==> src/logic/rpp_params.svh <==
/*
  Offsets, field positions and reset values for the redistributor
  partition / pending-base / software-interrupt permission register slice.
  Assumes a 32-bit word-wide register port with a frame select.
*/
// Behaviour
// - security_disable set: permission register reads zero, ignores writes
// - Otherwise Secure-only; Non-secure reads zero, writes dropped
// - Permission used only under affinity routing
// - Permissions cover software interrupts, never private peripherals
// - Two-bit level per software interrupt; 11 acts as 10
// - Partition register absent without revision: reads zero
// - mem_partition_support zero: partition register reserved
// - perf_monitor_group from bits 23:16
// - partition_id from bits 15:0
// - pending_table_zero bit 62 write-only, reads zero
// - Written 1 means table may be assumed zero
// - outer_cacheability bits 58:56 drive outer attributes
// - inner_cacheability bits 9:7 drive inner attributes
// - Shareability bits 11:10; code 11 acts as 00
// - Attribute fields programmable by software
// - Address bits 51:16, 64 KiB aligned, unimplemented read zero
// - Address and attribute fields have unknown reset; here storage resets them to zero
// - Per-redistributor copy, accessible from both states
`ifndef RPP_PARAMS_SVH
`define RPP_PARAMS_SVH

`define RPP_OFS_PARTITION    12'h01c
`define RPP_OFS_PEND_LO      12'h078
`define RPP_OFS_PEND_HI      12'h07c
`define RPP_OFS_SWI_PERM     12'he00

`define RPP_PERF_GRP_LSB     16
`define RPP_PERF_GRP_MSB     23
`define RPP_PART_ID_MSB      15
`define RPP_PART_MASK        32'h00ff_ffff

`define RPP_ZERO_HINT_BIT    62
`define RPP_OUTER_LSB        56
`define RPP_OUTER_MSB        58
`define RPP_ADDR_LSB         16
`define RPP_ADDR_MSB         51
`define RPP_SHARE_LSB        10
`define RPP_SHARE_MSB        11
`define RPP_INNER_LSB        7
`define RPP_INNER_MSB        9
`define RPP_PEND_MASK        64'h070f_ffff_ffff_0f80

`define RPP_SWI_COUNT        16
`define RPP_LEVEL_RSVD       2'h3
`define RPP_LEVEL_MAX        2'h2
`define RPP_SHARE_RSVD       2'h3
`define RPP_SHARE_NONE       2'h0

`define RPP_RESET_WORD       32'h0000_0000
`define RPP_RESET_DWORD      64'h0000_0000_0000_0000

`endif

==> src/logic/rpp_pkg.sv <==
/*
  Types for the redistributor register slice.
  Assumes rpp_params.svh carries all numeric constants.
*/
package rpp_pkg;
  typedef enum logic [0:0] {
    RPP_FRAME_CTRL = 1'b0,
    RPP_FRAME_SWI  = 1'b1
  } rpp_frame_t;
endpackage : rpp_pkg

==> src/logic/rpp_regs.sv <==
/*
  Per-redistributor register slice: partition ids, pending-table base,
  Non-secure software-interrupt permission levels. Assumes a synchronous word port
  from the redistributor's decoder; read data one cycle after request.
*/
`timescale 1ns/1ps
`include "rpp_params.svh"

module rpp_regs #(
  parameter int unsigned PA_BITS = 52
) (
  // Clock and reset
  input  wire logic        ref_clk_in,
  input  wire logic        rst_in,
  // Register port
  input  wire logic        req_in,
  input  wire logic        write_in,
  input  wire logic        frame_in,
  input  wire logic [11:0] offset_in,
  input  wire logic [31:0] wdata_in,
  input  wire logic        secure_in,
  output logic             rvalid_out,
  output logic [31:0]      rdata_out,
  // Configuration
  input  wire logic        security_disable_in,
  input  wire logic        rev_supported_in,
  input  wire logic        mem_partition_support_in,
  input  wire logic        affinity_routing_in,
  input  wire logic        msg_intr_enable_in,
  // Memory access attributes
  output logic [15:0]      partition_id_out,
  output logic [7:0]       perf_monitor_group_out,
  output logic [35:0]      pend_addr_out,
  output logic [2:0]       outer_cacheability_out,
  output logic [2:0]       inner_cacheability_out,
  output logic [1:0]       shareability_out,
  output logic             pending_table_zero_out,
  // Software-interrupt permission levels, two bits each
  output logic [31:0]      nonsecure_sgi_level_out
);

  localparam logic [63:0] PA_MASK = (PA_BITS >= 52) ? 64'hffff_ffff_ffff_ffff :
                                    ((64'h1 << PA_BITS) - 64'h1);

  logic [31:0] part_q;
  logic [31:0] part_d;
  logic [63:0] pend_q;
  logic [63:0] pend_d;
  logic [31:0] perm_q;
  logic [31:0] perm_d;
  logic        hint_q;
  logic        hint_d;

  // Effective level: reserved code behaves as the top valid code
  function automatic logic [1:0] rpp_level(input logic [1:0] raw);
    rpp_level = (raw == `RPP_LEVEL_RSVD) ? `RPP_LEVEL_MAX : raw;
  endfunction : rpp_level

  wire is_ctrl = frame_in == rpp_pkg::RPP_FRAME_CTRL;
  wire is_swi  = frame_in == rpp_pkg::RPP_FRAME_SWI;
  wire hit_part = req_in && is_ctrl && offset_in == `RPP_OFS_PARTITION;
  wire hit_plo  = req_in && is_ctrl && offset_in == `RPP_OFS_PEND_LO;
  wire hit_phi  = req_in && is_ctrl && offset_in == `RPP_OFS_PEND_HI;
  wire hit_perm = req_in && is_swi && offset_in == `RPP_OFS_SWI_PERM;

  // partition register present only when supported
  wire part_live = rev_supported_in && mem_partition_support_in;
  // Secure-only when security enabled, absent otherwise
  wire perm_live = !security_disable_in && secure_in;

  wire wr_part = hit_part && write_in && part_live;
  wire wr_plo  = hit_plo && write_in;
  wire wr_phi  = hit_phi && write_in;
  wire wr_perm = hit_perm && write_in && perm_live;

  // both Security states reach partition and pending base
  assign part_d = wr_part ? (wdata_in & `RPP_PART_MASK) : part_q;

  // attribute and address fields programmable; upper PA bits masked
  wire [63:0] pend_wr = {wr_phi ? wdata_in : pend_q[63:32],
                         wr_plo ? wdata_in : pend_q[31:0]};
  assign pend_d = pend_wr & `RPP_PEND_MASK & PA_MASK | (pend_wr & `RPP_PEND_MASK & ~64'h000f_ffff_ffff_0000);

  // pending_table_zero captured, never stored in readable image
  assign hint_d = wr_phi ? wdata_in[`RPP_ZERO_HINT_BIT - 32] : hint_q;
  assign perm_d = wr_perm ? wdata_in : perm_q;

  // reserved bits read zero; bit 62 reads zero
  wire [31:0] rd_part = part_live ? part_q : `RPP_RESET_WORD;
  wire [31:0] rd_perm = perm_live ? perm_q : `RPP_RESET_WORD;
  wire [31:0] rd_mux  = hit_part ? rd_part :
                        hit_plo  ? pend_q[31:0] :
                        hit_phi  ? pend_q[63:32] :
                        hit_perm ? rd_perm : `RPP_RESET_WORD;
  wire [31:0] rdata_d = (req_in && !write_in) ? rd_mux : `RPP_RESET_WORD;

  wire [1:0] share_raw = pend_q[`RPP_SHARE_MSB:`RPP_SHARE_LSB];
  wire [1:0] share_eff = (share_raw == `RPP_SHARE_RSVD) ? `RPP_SHARE_NONE : share_raw;

  // per-interrupt levels, forced to none without affinity routing
  logic [31:0] level_d;
  genvar g;
  generate
    for (g = 0; g < `RPP_SWI_COUNT; g++) begin : g_lvl
      assign level_d[2*g+1:2*g] = (affinity_routing_in && !security_disable_in) ?
                                  rpp_level(perm_q[2*g+1:2*g]) : 2'h0;
    end
  endgenerate

  // storage reset to zero only so outputs are defined
  always_ff @(posedge ref_clk_in or posedge rst_in) begin
    if (rst_in) begin
      part_q <= `RPP_RESET_WORD;
      pend_q <= `RPP_RESET_DWORD;
      perm_q <= `RPP_RESET_WORD;
      hint_q <= 1'b0;
    end else begin
      part_q <= part_d;
      pend_q <= pend_d;
      perm_q <= perm_d;
      hint_q <= hint_d;
    end
  end

  // Registered outputs
  always_ff @(posedge ref_clk_in or posedge rst_in) begin
    if (rst_in) begin
      rvalid_out              <= 1'b0;
      rdata_out               <= `RPP_RESET_WORD;
      partition_id_out        <= 16'h0000;
      perf_monitor_group_out  <= 8'h00;
      pend_addr_out           <= 36'h0_0000_0000;
      outer_cacheability_out  <= 3'h0;
      inner_cacheability_out  <= 3'h0;
      shareability_out        <= 2'h0;
      pending_table_zero_out  <= 1'b0;
      nonsecure_sgi_level_out <= `RPP_RESET_WORD;
    end else begin
      rvalid_out              <= req_in && !write_in;
      rdata_out               <= rdata_d;
      partition_id_out        <= part_live ? part_q[`RPP_PART_ID_MSB:0] : 16'h0000;
      perf_monitor_group_out  <= part_live ? part_q[`RPP_PERF_GRP_MSB:`RPP_PERF_GRP_LSB] : 8'h00;
      pend_addr_out           <= pend_q[`RPP_ADDR_MSB:`RPP_ADDR_LSB];
      outer_cacheability_out  <= pend_q[`RPP_OUTER_MSB:`RPP_OUTER_LSB];
      inner_cacheability_out  <= pend_q[`RPP_INNER_MSB:`RPP_INNER_LSB];
      shareability_out        <= share_eff;
      pending_table_zero_out  <= hint_q && !msg_intr_enable_in;
      nonsecure_sgi_level_out <= level_d;
    end
  end

endmodule : rpp_regs

==> config.mk <==
export PLATFORM = sky130hd
export DESIGN_NAME = rpp_regs
export DESIGN_NICKNAME = d
export VERILOG_FILES = /design/src/logic/rpp_pkg.sv /design/src/logic/rpp_regs.sv
export VERILOG_INCLUDE_DIRS = /design/src /design/src/logic
export SDC_FILE = /design/constraint.sdc
export NUM_CORES = 1
export LEC_CHECK = 0
export ABC_AREA = 1
export BUFFER_PORTS_ARGS = -buffer_cell sky130_fd_sc_hd__buf_2
export CAP_MARGIN = 20
export CORE_ASPECT_RATIO = 0.7
export CORE_MARGIN = 8
export CORE_UTILIZATION = 40
export CTS_BUF_LIST = sky130_fd_sc_hd__clkbuf_8
export DETAILED_ROUTE_END_ITERATION = 12
export GPL_ROUTABILITY_DRIVEN = 0
export MAX_ROUTING_LAYER = met4
export PLACE_DENSITY = 0.61
export SLEW_MARGIN = 20
export SYNTH_ARGS = -nofsm -noshare
export SYNTH_HDL_FRONTEND = slang
export SYNTH_SLANG_ARGS = --single-unit
==> constraint.sdc <==
create_clock -name ref_clk_in -period 17.2 [get_ports ref_clk_in]
set_clock_uncertainty 0.1 [all_clocks]
set_input_delay 2.58 -clock ref_clk_in [delete_from_list [all_inputs] [get_ports ref_clk_in]]
set_output_delay 2.58 -clock ref_clk_in [all_outputs]
set_load 0.01 [all_outputs]
---- Word-level counts from Yosys, hierarchy flattened ----
Cells that the tools add are included.
cells by class
  add/subtract/negate cells ............... 0
  equal/unequal tests ..................... 21
  shift operators ......................... 0
  div/mod/pow operators ................... 0
  order comparisons ....................... 0
  reduce and logical (&&, ||, !) cells .... 20
  multipliers ............................. 0
  multiplexer cells ....................... 44
  bitwise operators ....................... 2
operators by type and width
  operator                                         number
  two-way mux 32 bit                               7
  two-way mux 2 bit                                33
  OR 59 bit                                        1
  == test 2 bit (second input constant)            17
  two-way mux 27 bit                               1
  == test 12 x 7 -> 1 bit (second input constant)  2
  two-way mux 24 bit                               1
  logical AND 1 bit                                17
  two-way mux 16 bit                               1
  == test 12 bit (second input constant)           1
  == test 12 x 5 -> 1 bit (second input constant)  1
  two-way mux 8 bit                                1
  zero test 1 bit                                  3
  inverter 1 bit                                   1
word-level totals
  memories kept ........................... 0
  bits in latches ......................... 0
  output and inout port bits .............. 134
  memory bits (writable) .................. 0
  word-level logic and storage cells ...... 101
  register bits after elaboration ......... 250
  bits in read-only memories .............. 0
  bits of input ports ..................... 55

---- Depth between registers and ports, before layout ----
Gate-level depths: netlist (run 1).
  word-level depth ........................ 8
  gate-level depth with buffers ........... 11
  depth with buffers taken out ............ 10

---- Worst setup path before layout (run 1) ----
OpenSTA, ideal clock, no wires.
  path type ............................... in2reg
  start ................................... input offset_in[1]
  end ..................................... register part_q[18]
  path buffers ............................ 2
  stages .................................. 10
  data required time ...................... 16978 ps
  slack ................................... 13354 ps
  data arrival time ....................... 3624 ps
  cells stage by stage .................... nor2_2 -> nand2_1 -> nor2_4 -> nand2_1 -> inv_2 -> nand3_2 -> buf_6 -> buf_6 -> nand2_1 -> o21ai_1
between the ends
  cells in the longest elaborated chain, start to end .. 4
ends and longest elaborated chain
  what                               line             RTL
  start: declaration                 rpp_regs.sv:19   input wire logic [11:0] offset_in,
  == test 12 x 5 -> 1 bit (no line)  --
  logical AND 1 bit (no line)        --
  logical AND 1 bit (2 in series)    rpp_regs.sv:71   wire wr_part = hit_part && write_in && part_live;
  end signal: assignment             rpp_regs.sv:113  part_q <= `RPP_RESET_WORD;
  end signal: assignment             rpp_regs.sv:118  part_q <= part_d;
  end: declaration                   rpp_regs.sv:45   logic [31:0] part_q;
No other way between the ends.
A chain may end at the register's enable or synchronous reset.

---- Final worst setup path (run 1) ----
  start ................................... input offset_in[11]
  end ..................................... register rdata_out[9]
between the ends
  cells in the longest elaborated chain, start to end .. 7
  elaborated cells between the ends (all ways) .. 13
  those cells by class .................... eq/ne: 4; mux: 5; reduce/logical: 4
ends and longest elaborated chain
  what                                            line             RTL
  == test 12 bit (no line)                        --
  logical AND 1 bit (no line)                     --
  two-way mux 32 bit (no line) (3 in series)      --
  two-way mux 32 bit (no line) (*) (2 in series)  --
  via rdata_d[9]                                  rpp_regs.sv:95   wire [31:0] rdata_d = (req_in && !write_in) ? rd_mux : `RPP_RESET_WORD;
  end signal: assignment                          rpp_regs.sv:129  rdata_out <= `RPP_RESET_WORD;
  end signal: assignment                          rpp_regs.sv:140  rdata_out <= rdata_d;
  end: declaration                                rpp_regs.sv:23   output logic [31:0] rdata_out,
The timed path passes the listed nets; every way through them passes the cells marked *.

==> results of run 1 <==
metal layers:
metal	vias up	track usage (%)
li1	3240	-
met1	3240	25.85
met2	245	27.10
met3	31	4.379
met4	0	4.604
met5	-	-
power by group through the flow:
stage	Sequential (W)	Combinational (W)	Clock, W
global route	0.000553	0.0000422	0.000498
finish	0.000554	0.0000371	0.000460
CTS	0.000554	0.0000382	0.000472
floorplan	0.000564	0.0000194	0
detailed placement	0.000564	0.0000382	0
global placement	0.000564	0.0000380	0
worst reg2reg max path: cells and delay by family, from the launching register on:
family	cells	cell delay (ps)
flip-flops	1	380
AND/OR/NAND/NOR	4	370
buffers and inverters	1	80
AO/OA/AOI/OAI	1	140
final cells by class:
| class | instances | area (µm²) | share of cell area [%] |
|---|---|---|---|
| clock buffers | 42 | 578.1 | 5.410 |
| inverters | 113 | 431.7 | 4.040 |
| repair buffers | 195 | 1013 | 9.485 |
| well taps | 282 | 352.8 | 3.302 |
| flip-flops and latches | 235 | 5881 | 55.04 |
| clock inverters | 17 | 123.9 | 1.159 |
| multi-input cells | 519 | 2302 | 21.55 |
| diodes | 1 | 2.502 | 0.02342 |
state kept, by name (all words and copies together), names as in the netlist, named ones only:
| signal | flops |
|---|---|
| rvalid_out | 1 |
| inner_cacheability_out | 3 |
| part_q | 24 |
| pending_table_zero_out | 1 |
| nonsecure_sgi_level_out | 32 |
| outer_cacheability_out | 3 |
| partition_id_out | 16 |
| hint_q | 1 |
| pend_addr_out | 36 |
| perf_monitor_group_out | 8 |
| pend_q | 36 |
| shareability_out | 2 |
| rdata_out | 32 |
| perm_q | 32 |
kinds of logic (layout without fill, tap and decap cells):
family | count (synthesis) | count (layout) | share of synthesized area (%)
flip-flops | 235 | 235 | 66.87
AND/OR/NAND/NOR | 383 | 383 | 18.15
AO/OA/AOI/OAI | 136 | 136 | 7.995
other | 0 | 1 | 0
buffers and inverters | 147 | 367 | 6.985
cell usage in the layout (no fill, tap or decap):
master / count
nor2_1: 102
o211ai_1: 1
bufinv_16: 2
inv_1: 116
nand3_2: 2
diode_2: 1
inv_2: 4
o22ai_1: 4
o21ai_1: 64
o21ai_2: 4
o21ai_0: 52
dfrtp_1: 235
clkinv_2: 6
buf_2: 188
nor2_4: 1
nand4_1: 15
nor2_2: 4
inv_8: 1
nand3_4: 1
nor3_1: 11
clkinv_1: 1
a21oi_1: 11
buf_4: 6
buf_16: 1
nor3_2: 2
nand3_1: 39
nand2_2: 2
nand2_1: 204
clkbuf_8: 42
stage by stage:
step                      total power [W]  instance area, µm²  setup slack (ps)  utilization [%]  cells
final                            0.001051               10690             12700            49.42   1404
after global placement          0.0006016                9953             12040            46.04   1343
after global routing             0.001093               10690             12520            49.42   1404
after floorplan                 0.0005833                8795              8074                -    901
after CTS                        0.001063               10660             12430            49.28   1402
after detailed placement        0.0006018                9953             11910            46.04   1343
final timing paths:
check                                        from  slack (ps)  cells past startpoint                          end
max                                 offset_in[11]       12700                      9       rdata_out[9]$_DFF_PP0_
min                        pend_q[46]$_DFFE_PP0P_         300                      0  pend_addr_out[30]$_DFF_PP0_
max reg2reg                 perm_q[5]$_DFFE_PP0P_       16040                      6       rdata_out[5]$_DFF_PP0_
min reg2reg                pend_q[46]$_DFFE_PP0P_         300                      0  pend_addr_out[30]$_DFF_PP0_
max in group asynchronous                  rst_in       13530                      3      rdata_out[29]$_DFF_PP0_
min in group asynchronous                  rst_in        2090                      2         rvalid_out$_DFF_PP0_
==> flow_metrics.py, run 1 <==
metrics = {
    "run_status": {
        "outcome": "finished clean",
    },
    "clock_network": {
        "h-tree-depth": 2,
        "root_buffer": "clkbuf_8",
        "clock_latency_ps": 520,
        "hold_buffers": 0,
        "cts_buffers": 37,
        "clk_path_buf_depth": 3,
        "cts_tree": "built",
        "cts_resized": 0,
        "cts.sinks": 235,
        "cts_setup_buffers": 0,
        "clk_pin_slew_worst_paths_ps": 60,
    },
    "critical_path": {
        "cpMostUsedCell": "nand2_1",
        "path_buf_inv": 2,
        "cp_slowest_stage_delay_ps": 520,
        "worstPathCellList": "buf_2, nor2_1, nand2_1, nor2_4, nand2_1, nand2_1, clkinv_1, o22ai_1, nor2_1",
        "cp_top_family": "simple AND/OR/NAND/NOR gates",
        "critPathLaunchType": "primary input",
        "end_kind": "flip-flop",
        "cp.arrival_ps": 4800,
        "cp_data_required_time_ps": 17500,
        "crit_fanout": 11,
        "crit_slowest_cell": "clkinv_1",
        "path_class": "in -> reg",
    },
    "pwr": {
        "vdd_drop_max_mv": 0.05932,
        "leakage_nw": 5.732,
        "powerDensity_mw_per_mm2": 98.32,
        "combPwrFrac_pct": 3.5,
        "net-switching-power_w": 0.0002378,
        "p_int_w": 0.0008128,
        "switching_share_pct": 22.64,
        "pwr-share-clk_pct": 43.8,
        "p_seq_share_pct": 52.7,
    },
    "drt": {
        "wl_per_cell_um": 17.47,
        "wl_met1_um": 12040,
        "dr_wl_met3_um": 1562,
        "met2_length_um": 10590,
        "drc_errors": 0,
        "wirelength_um": 24530,
        "antenna_left": 0,
        "via_per_inst": 4.812,
        "num_vias": 6756,
        "first_pass_iters": 5,
        "drtIter0Drc": 435,
        "highest_layer": "met4",
    },
    "logic_synthesis": {
        "postSynthCellCount": 901,
        "async_reset_ff_share_pct": 100.0,
        "ys_seq_elements": 235,
        "synth_edf_count": 0,
        "yosysSeqAreaShare_pct": 66.87,
        "synth_flop_cell": "dfrtp_1",
        "avgSynthCellArea_um2": 9.761,
        "synth.most_common_cell": "dfrtp_1",
        "synth_commonest_cells": "dfrtp_1, nand2_1, inv_1",
        "ys_types": 25,
        "syn_area_mm2": 0.008795,
        "yosys.area.top_type": "dfrtp_1",
        "synth_nets": 956,
        "ys.warnings.count": 0,
        "synth_top_cell_area_share_pct": 66.87,
        "ys_top_cells_by_area": "dfrtp_1, nand2_1, inv_1",
    },
    "cells_and_area": {
        "num-fill-cells": 2089,
        "final_nets": 1156,
        "drive_above_1_share_pct": 23.73,
        "synthToLayoutAreaGrowth_pct": 21.50,
    },
    "die": {
        "die_x_um": 193.2,
        "dieArea_mm2": 0.02706,
        "io_pins": 189,
        "core_area_mm2": 0.02162,
        "rows": 45,
        "start_util_pct": 40.68,
        "dieHeight_um": 140.1,
    },
    "global_route": {
        "grt_max_degree": 99,
        "grt_first_pass_wirelength_um": 39010,
        "grt_util_all_layers_pct": 18.56,
        "grt_overflow": 0,
        "antenna_found_initial": 1,
        "grt_pass1_vias": 6961,
    },
    "sta": {
        "fmax_mhz": 222.1,
        "final-setup-viol-count": 0,
        "hold_viol": 0,
        "fin_crit_sh_pct": 26.18,
        "maxSlewViolCount": 0,
        "fin_crit_ps": 4502,
        "rsz0062_at_grt": "no",
        "setup_tns_ps": 0,
        "tightest_slew_ps": 988.6,
        "holdWs_ps": 303.6,
        "slew-limit-headroom_pct": 33.86,
    },
    "hold_path": {
        "hold_class": "reg -> reg",
    },
    "job": {
        "maxCapViolations": 0,
    },
    "placed_design": {
        "place_hpwl_um": 16810,
        "portBuffers": 188,
    },
}
No activity file was read; power rests on OpenSTA's default activity.
==> run 2, diff against run 1 <==
PLACE_DENSITY = 0.63   (was 0.61)
clock period = 4 ns   (was 17.2 ns; I/O delays follow)
==> run 2 against run 1 <==
Against the previous run: routed wire length up 1.1%; clock-buffer cell count up 2; clock power rose to 4.7 times the previous value; die area unchanged; first-iteration DRC count up 16%; total power rose to 4.5 times the previous value; register-to-register slack worse by 13000 ps; global-route usage up 0.28 points; sequential share of layout area down 0.62 points; sequential cell count unchanged.
==> flow_metrics.py, run 2 (same netlist as run 1, synthesis figures left out) <==
metrics = {
    "clock_network": {
        "cts_setup_buffers": 0,
        "clock_latency_ps": 520,
        "cts_resized": 0,
        "clk_path_buf_depth": 3,
        "cts.sinks": 235,
        "cts_buffers": 37,
        "h-tree-depth": 2,
        "hold_buffers": 0,
        "root_buffer": "clkbuf_8",
        "cts_tree": "built",
        "clk_pin_slew_worst_paths_ps": 60,
    },
    "critical_path": {
        "cp_slowest_stage_delay_ps": 440,
        "cpMostUsedCell": "nand2_1",
        "crit_fanout": 26,
        "r2r_start": "perm_q[5]$_DFFE_PP0P_",
        "end_kind": "flip-flop",
        "worst_r2r_path_depth": 6,
        "r2r_end": "rdata_out[5]$_DFF_PP0_",
        "critPathLaunchType": "primary input",
        "cp_data_required_time_ps": 4300,
        "worstPathCellList": "buf_2, nor2_1, nand2_1, nor2_4, nand2_1, inv_2, nand3_2, buf_4, nand2_1, o21ai_2",
        "path_class": "in -> reg",
        "crit_slowest_cell": "nand3_2",
        "r2r_slack_ps": 2870,
        "cp.arrival_ps": 2680,
    },
    "pwr": {
        "leakage_nw": 5.783,
        "finalPower_w": 0.004716,
        "powerDensity_mw_per_mm2": 436.3,
        "vdd_drop_max_mv": 0.1952,
    },
    "job": {
        "maxCapViolations": 0,
    },
    "drt": {
        "num_vias": 6866,
        "wl_per_cell_um": 17.56,
        "first_pass_iters": 6,
        "drtIter0Drc": 503,
        "drc_errors": 0,
        "via_per_inst": 4.863,
        "wirelength_um": 24790,
        "antenna_left": 0,
    },
    "cells_and_area": {
        "final_common_cell": "dfrtp_1",
        "drive_above_1_share_pct": 24.36,
        "largestRegisters": "pend_addr_out (36), pend_q (36)",
        "layout_common_cells": "dfrtp_1, nand2_1, buf_2, inv_1, nor2_1",
        "post-route-util_pct": 49.99,
        "final_nets": 1160,
        "synthToLayoutAreaGrowth_pct": 22.89,
    },
    "global_route": {
        "grt_first_pass_wirelength_um": 39590,
        "antenna_found_initial": 1,
        "grt_max_degree": 89,
        "grt_util_all_layers_pct": 18.85,
        "grt_overflow": 0,
        "grt_pass1_vias": 6929,
    },
    "die": {
        "dieHeight_um": 140.1,
        "start_util_pct": 40.68,
        "core_area_mm2": 0.02162,
        "dieArea_mm2": 0.02706,
        "rows": 45,
        "die_x_um": 193.2,
        "io_pins": 189,
    },
    "sta": {
        "final-setup-viol-count": 0,
        "slew-limit-headroom_pct": 38.92,
        "maxSlewViolCount": 0,
        "fin_crit_sh_pct": 59.40,
        "rsz0062_at_grt": "no",
        "fin_crit_ps": 2376,
        "holdWs_ps": 117.2,
        "setup_tns_ps": 0,
        "tightest_slew_ps": 912.9,
        "hold_viol": 0,
        "fmax_mhz": 420.9,
    },
    "placed_design": {
        "place_hpwl_um": 17430,
        "portBuffers": 188,
    },
    "hold_path": {
        "hold_class": "in -> async",
    },
    "run_status": {
        "outcome": "finished clean",
    },
}
==> run 2: cell count changes in the layout (fill, tap and decap cells not counted) <==
cell	before	now
clkinvlp_4	0	2
buf_12	0	2
inv_8	1	0
buf_16	1	0
bufinv_16	2	4
clkbuf_8	42	44
buf_4	6	9
inv_1	116	115
==> run 2: report_power, final <==
part           internal [W]  leakage [nW]  switching (W)
clock network       0.00126         0.439       0.000912
registers           0.00238          3.28     0.00000106
logic             0.0000381          2.06       0.000126
==> run 2: routing by layer <==
metal | wire length, µm | global-route usage (%) | vias up | share of wire, %
li1 | - | - | 3247 | -
met3 | 1459 | 3.948 | 37 | 5.9
met1 | 12530 | 27.72 | 3354 | 51
met2 | 10460 | 26.30 | 228 | 42
met5 | 0 | - | - | 0
met4 | 339 | 4.241 | 0 | 1.4
==> run 2: how the worst max path moves through the flow <==
stage / startpoint / to / slack (ps) / cells after the start
after detailed placement: security_disable_in / perm_q[31]$_DFFE_PP0P_ / 1100 / 6
final: offset_in[8] / part_q[14]$_DFFE_PP0P_ / 1620 / 10
after floorplan: rst_in / asynchronous set/reset pin / 220 / 1
after CTS: security_disable_in / perm_q[31]$_DFFE_PP0P_ / 1610 / 6
after global placement: security_disable_in / perm_q[31]$_DFFE_PP0P_ / 1180 / 6
after global routing: offset_in[1] / part_q[22]$_DFFE_PP0P_ / 1450 / 10
==> run 2: critical path: cells and delay by family <==
kind	cells	cell delay, ps
AO/OA/AOI/OAI	1	50
buffers and inverters	3	780
AND/OR/NAND/NOR	6	1200
==> run 2: layout make-up <==
type	instances	area, µm²
fillers	2061	10810
flip-flops and latches	235	5881
multi-input cells	519	2302
repair buffers	199	1049
clock buffers	44	605.6
inverters	113	427.9
well taps	282	352.8
clock inverters	19	187.7
diodes	1	2.502
==> run 2: stage by stage <==
stage               worst slack, ps  std cells  instance area, µm²
floorplan                     222.1        901                8798
global placement               1178       1348               10010
detailed placement             1103       1348               10010
CTS                            1612       1411               10810
global route                   1451       1412               10810
finish                         1624       1412               10810
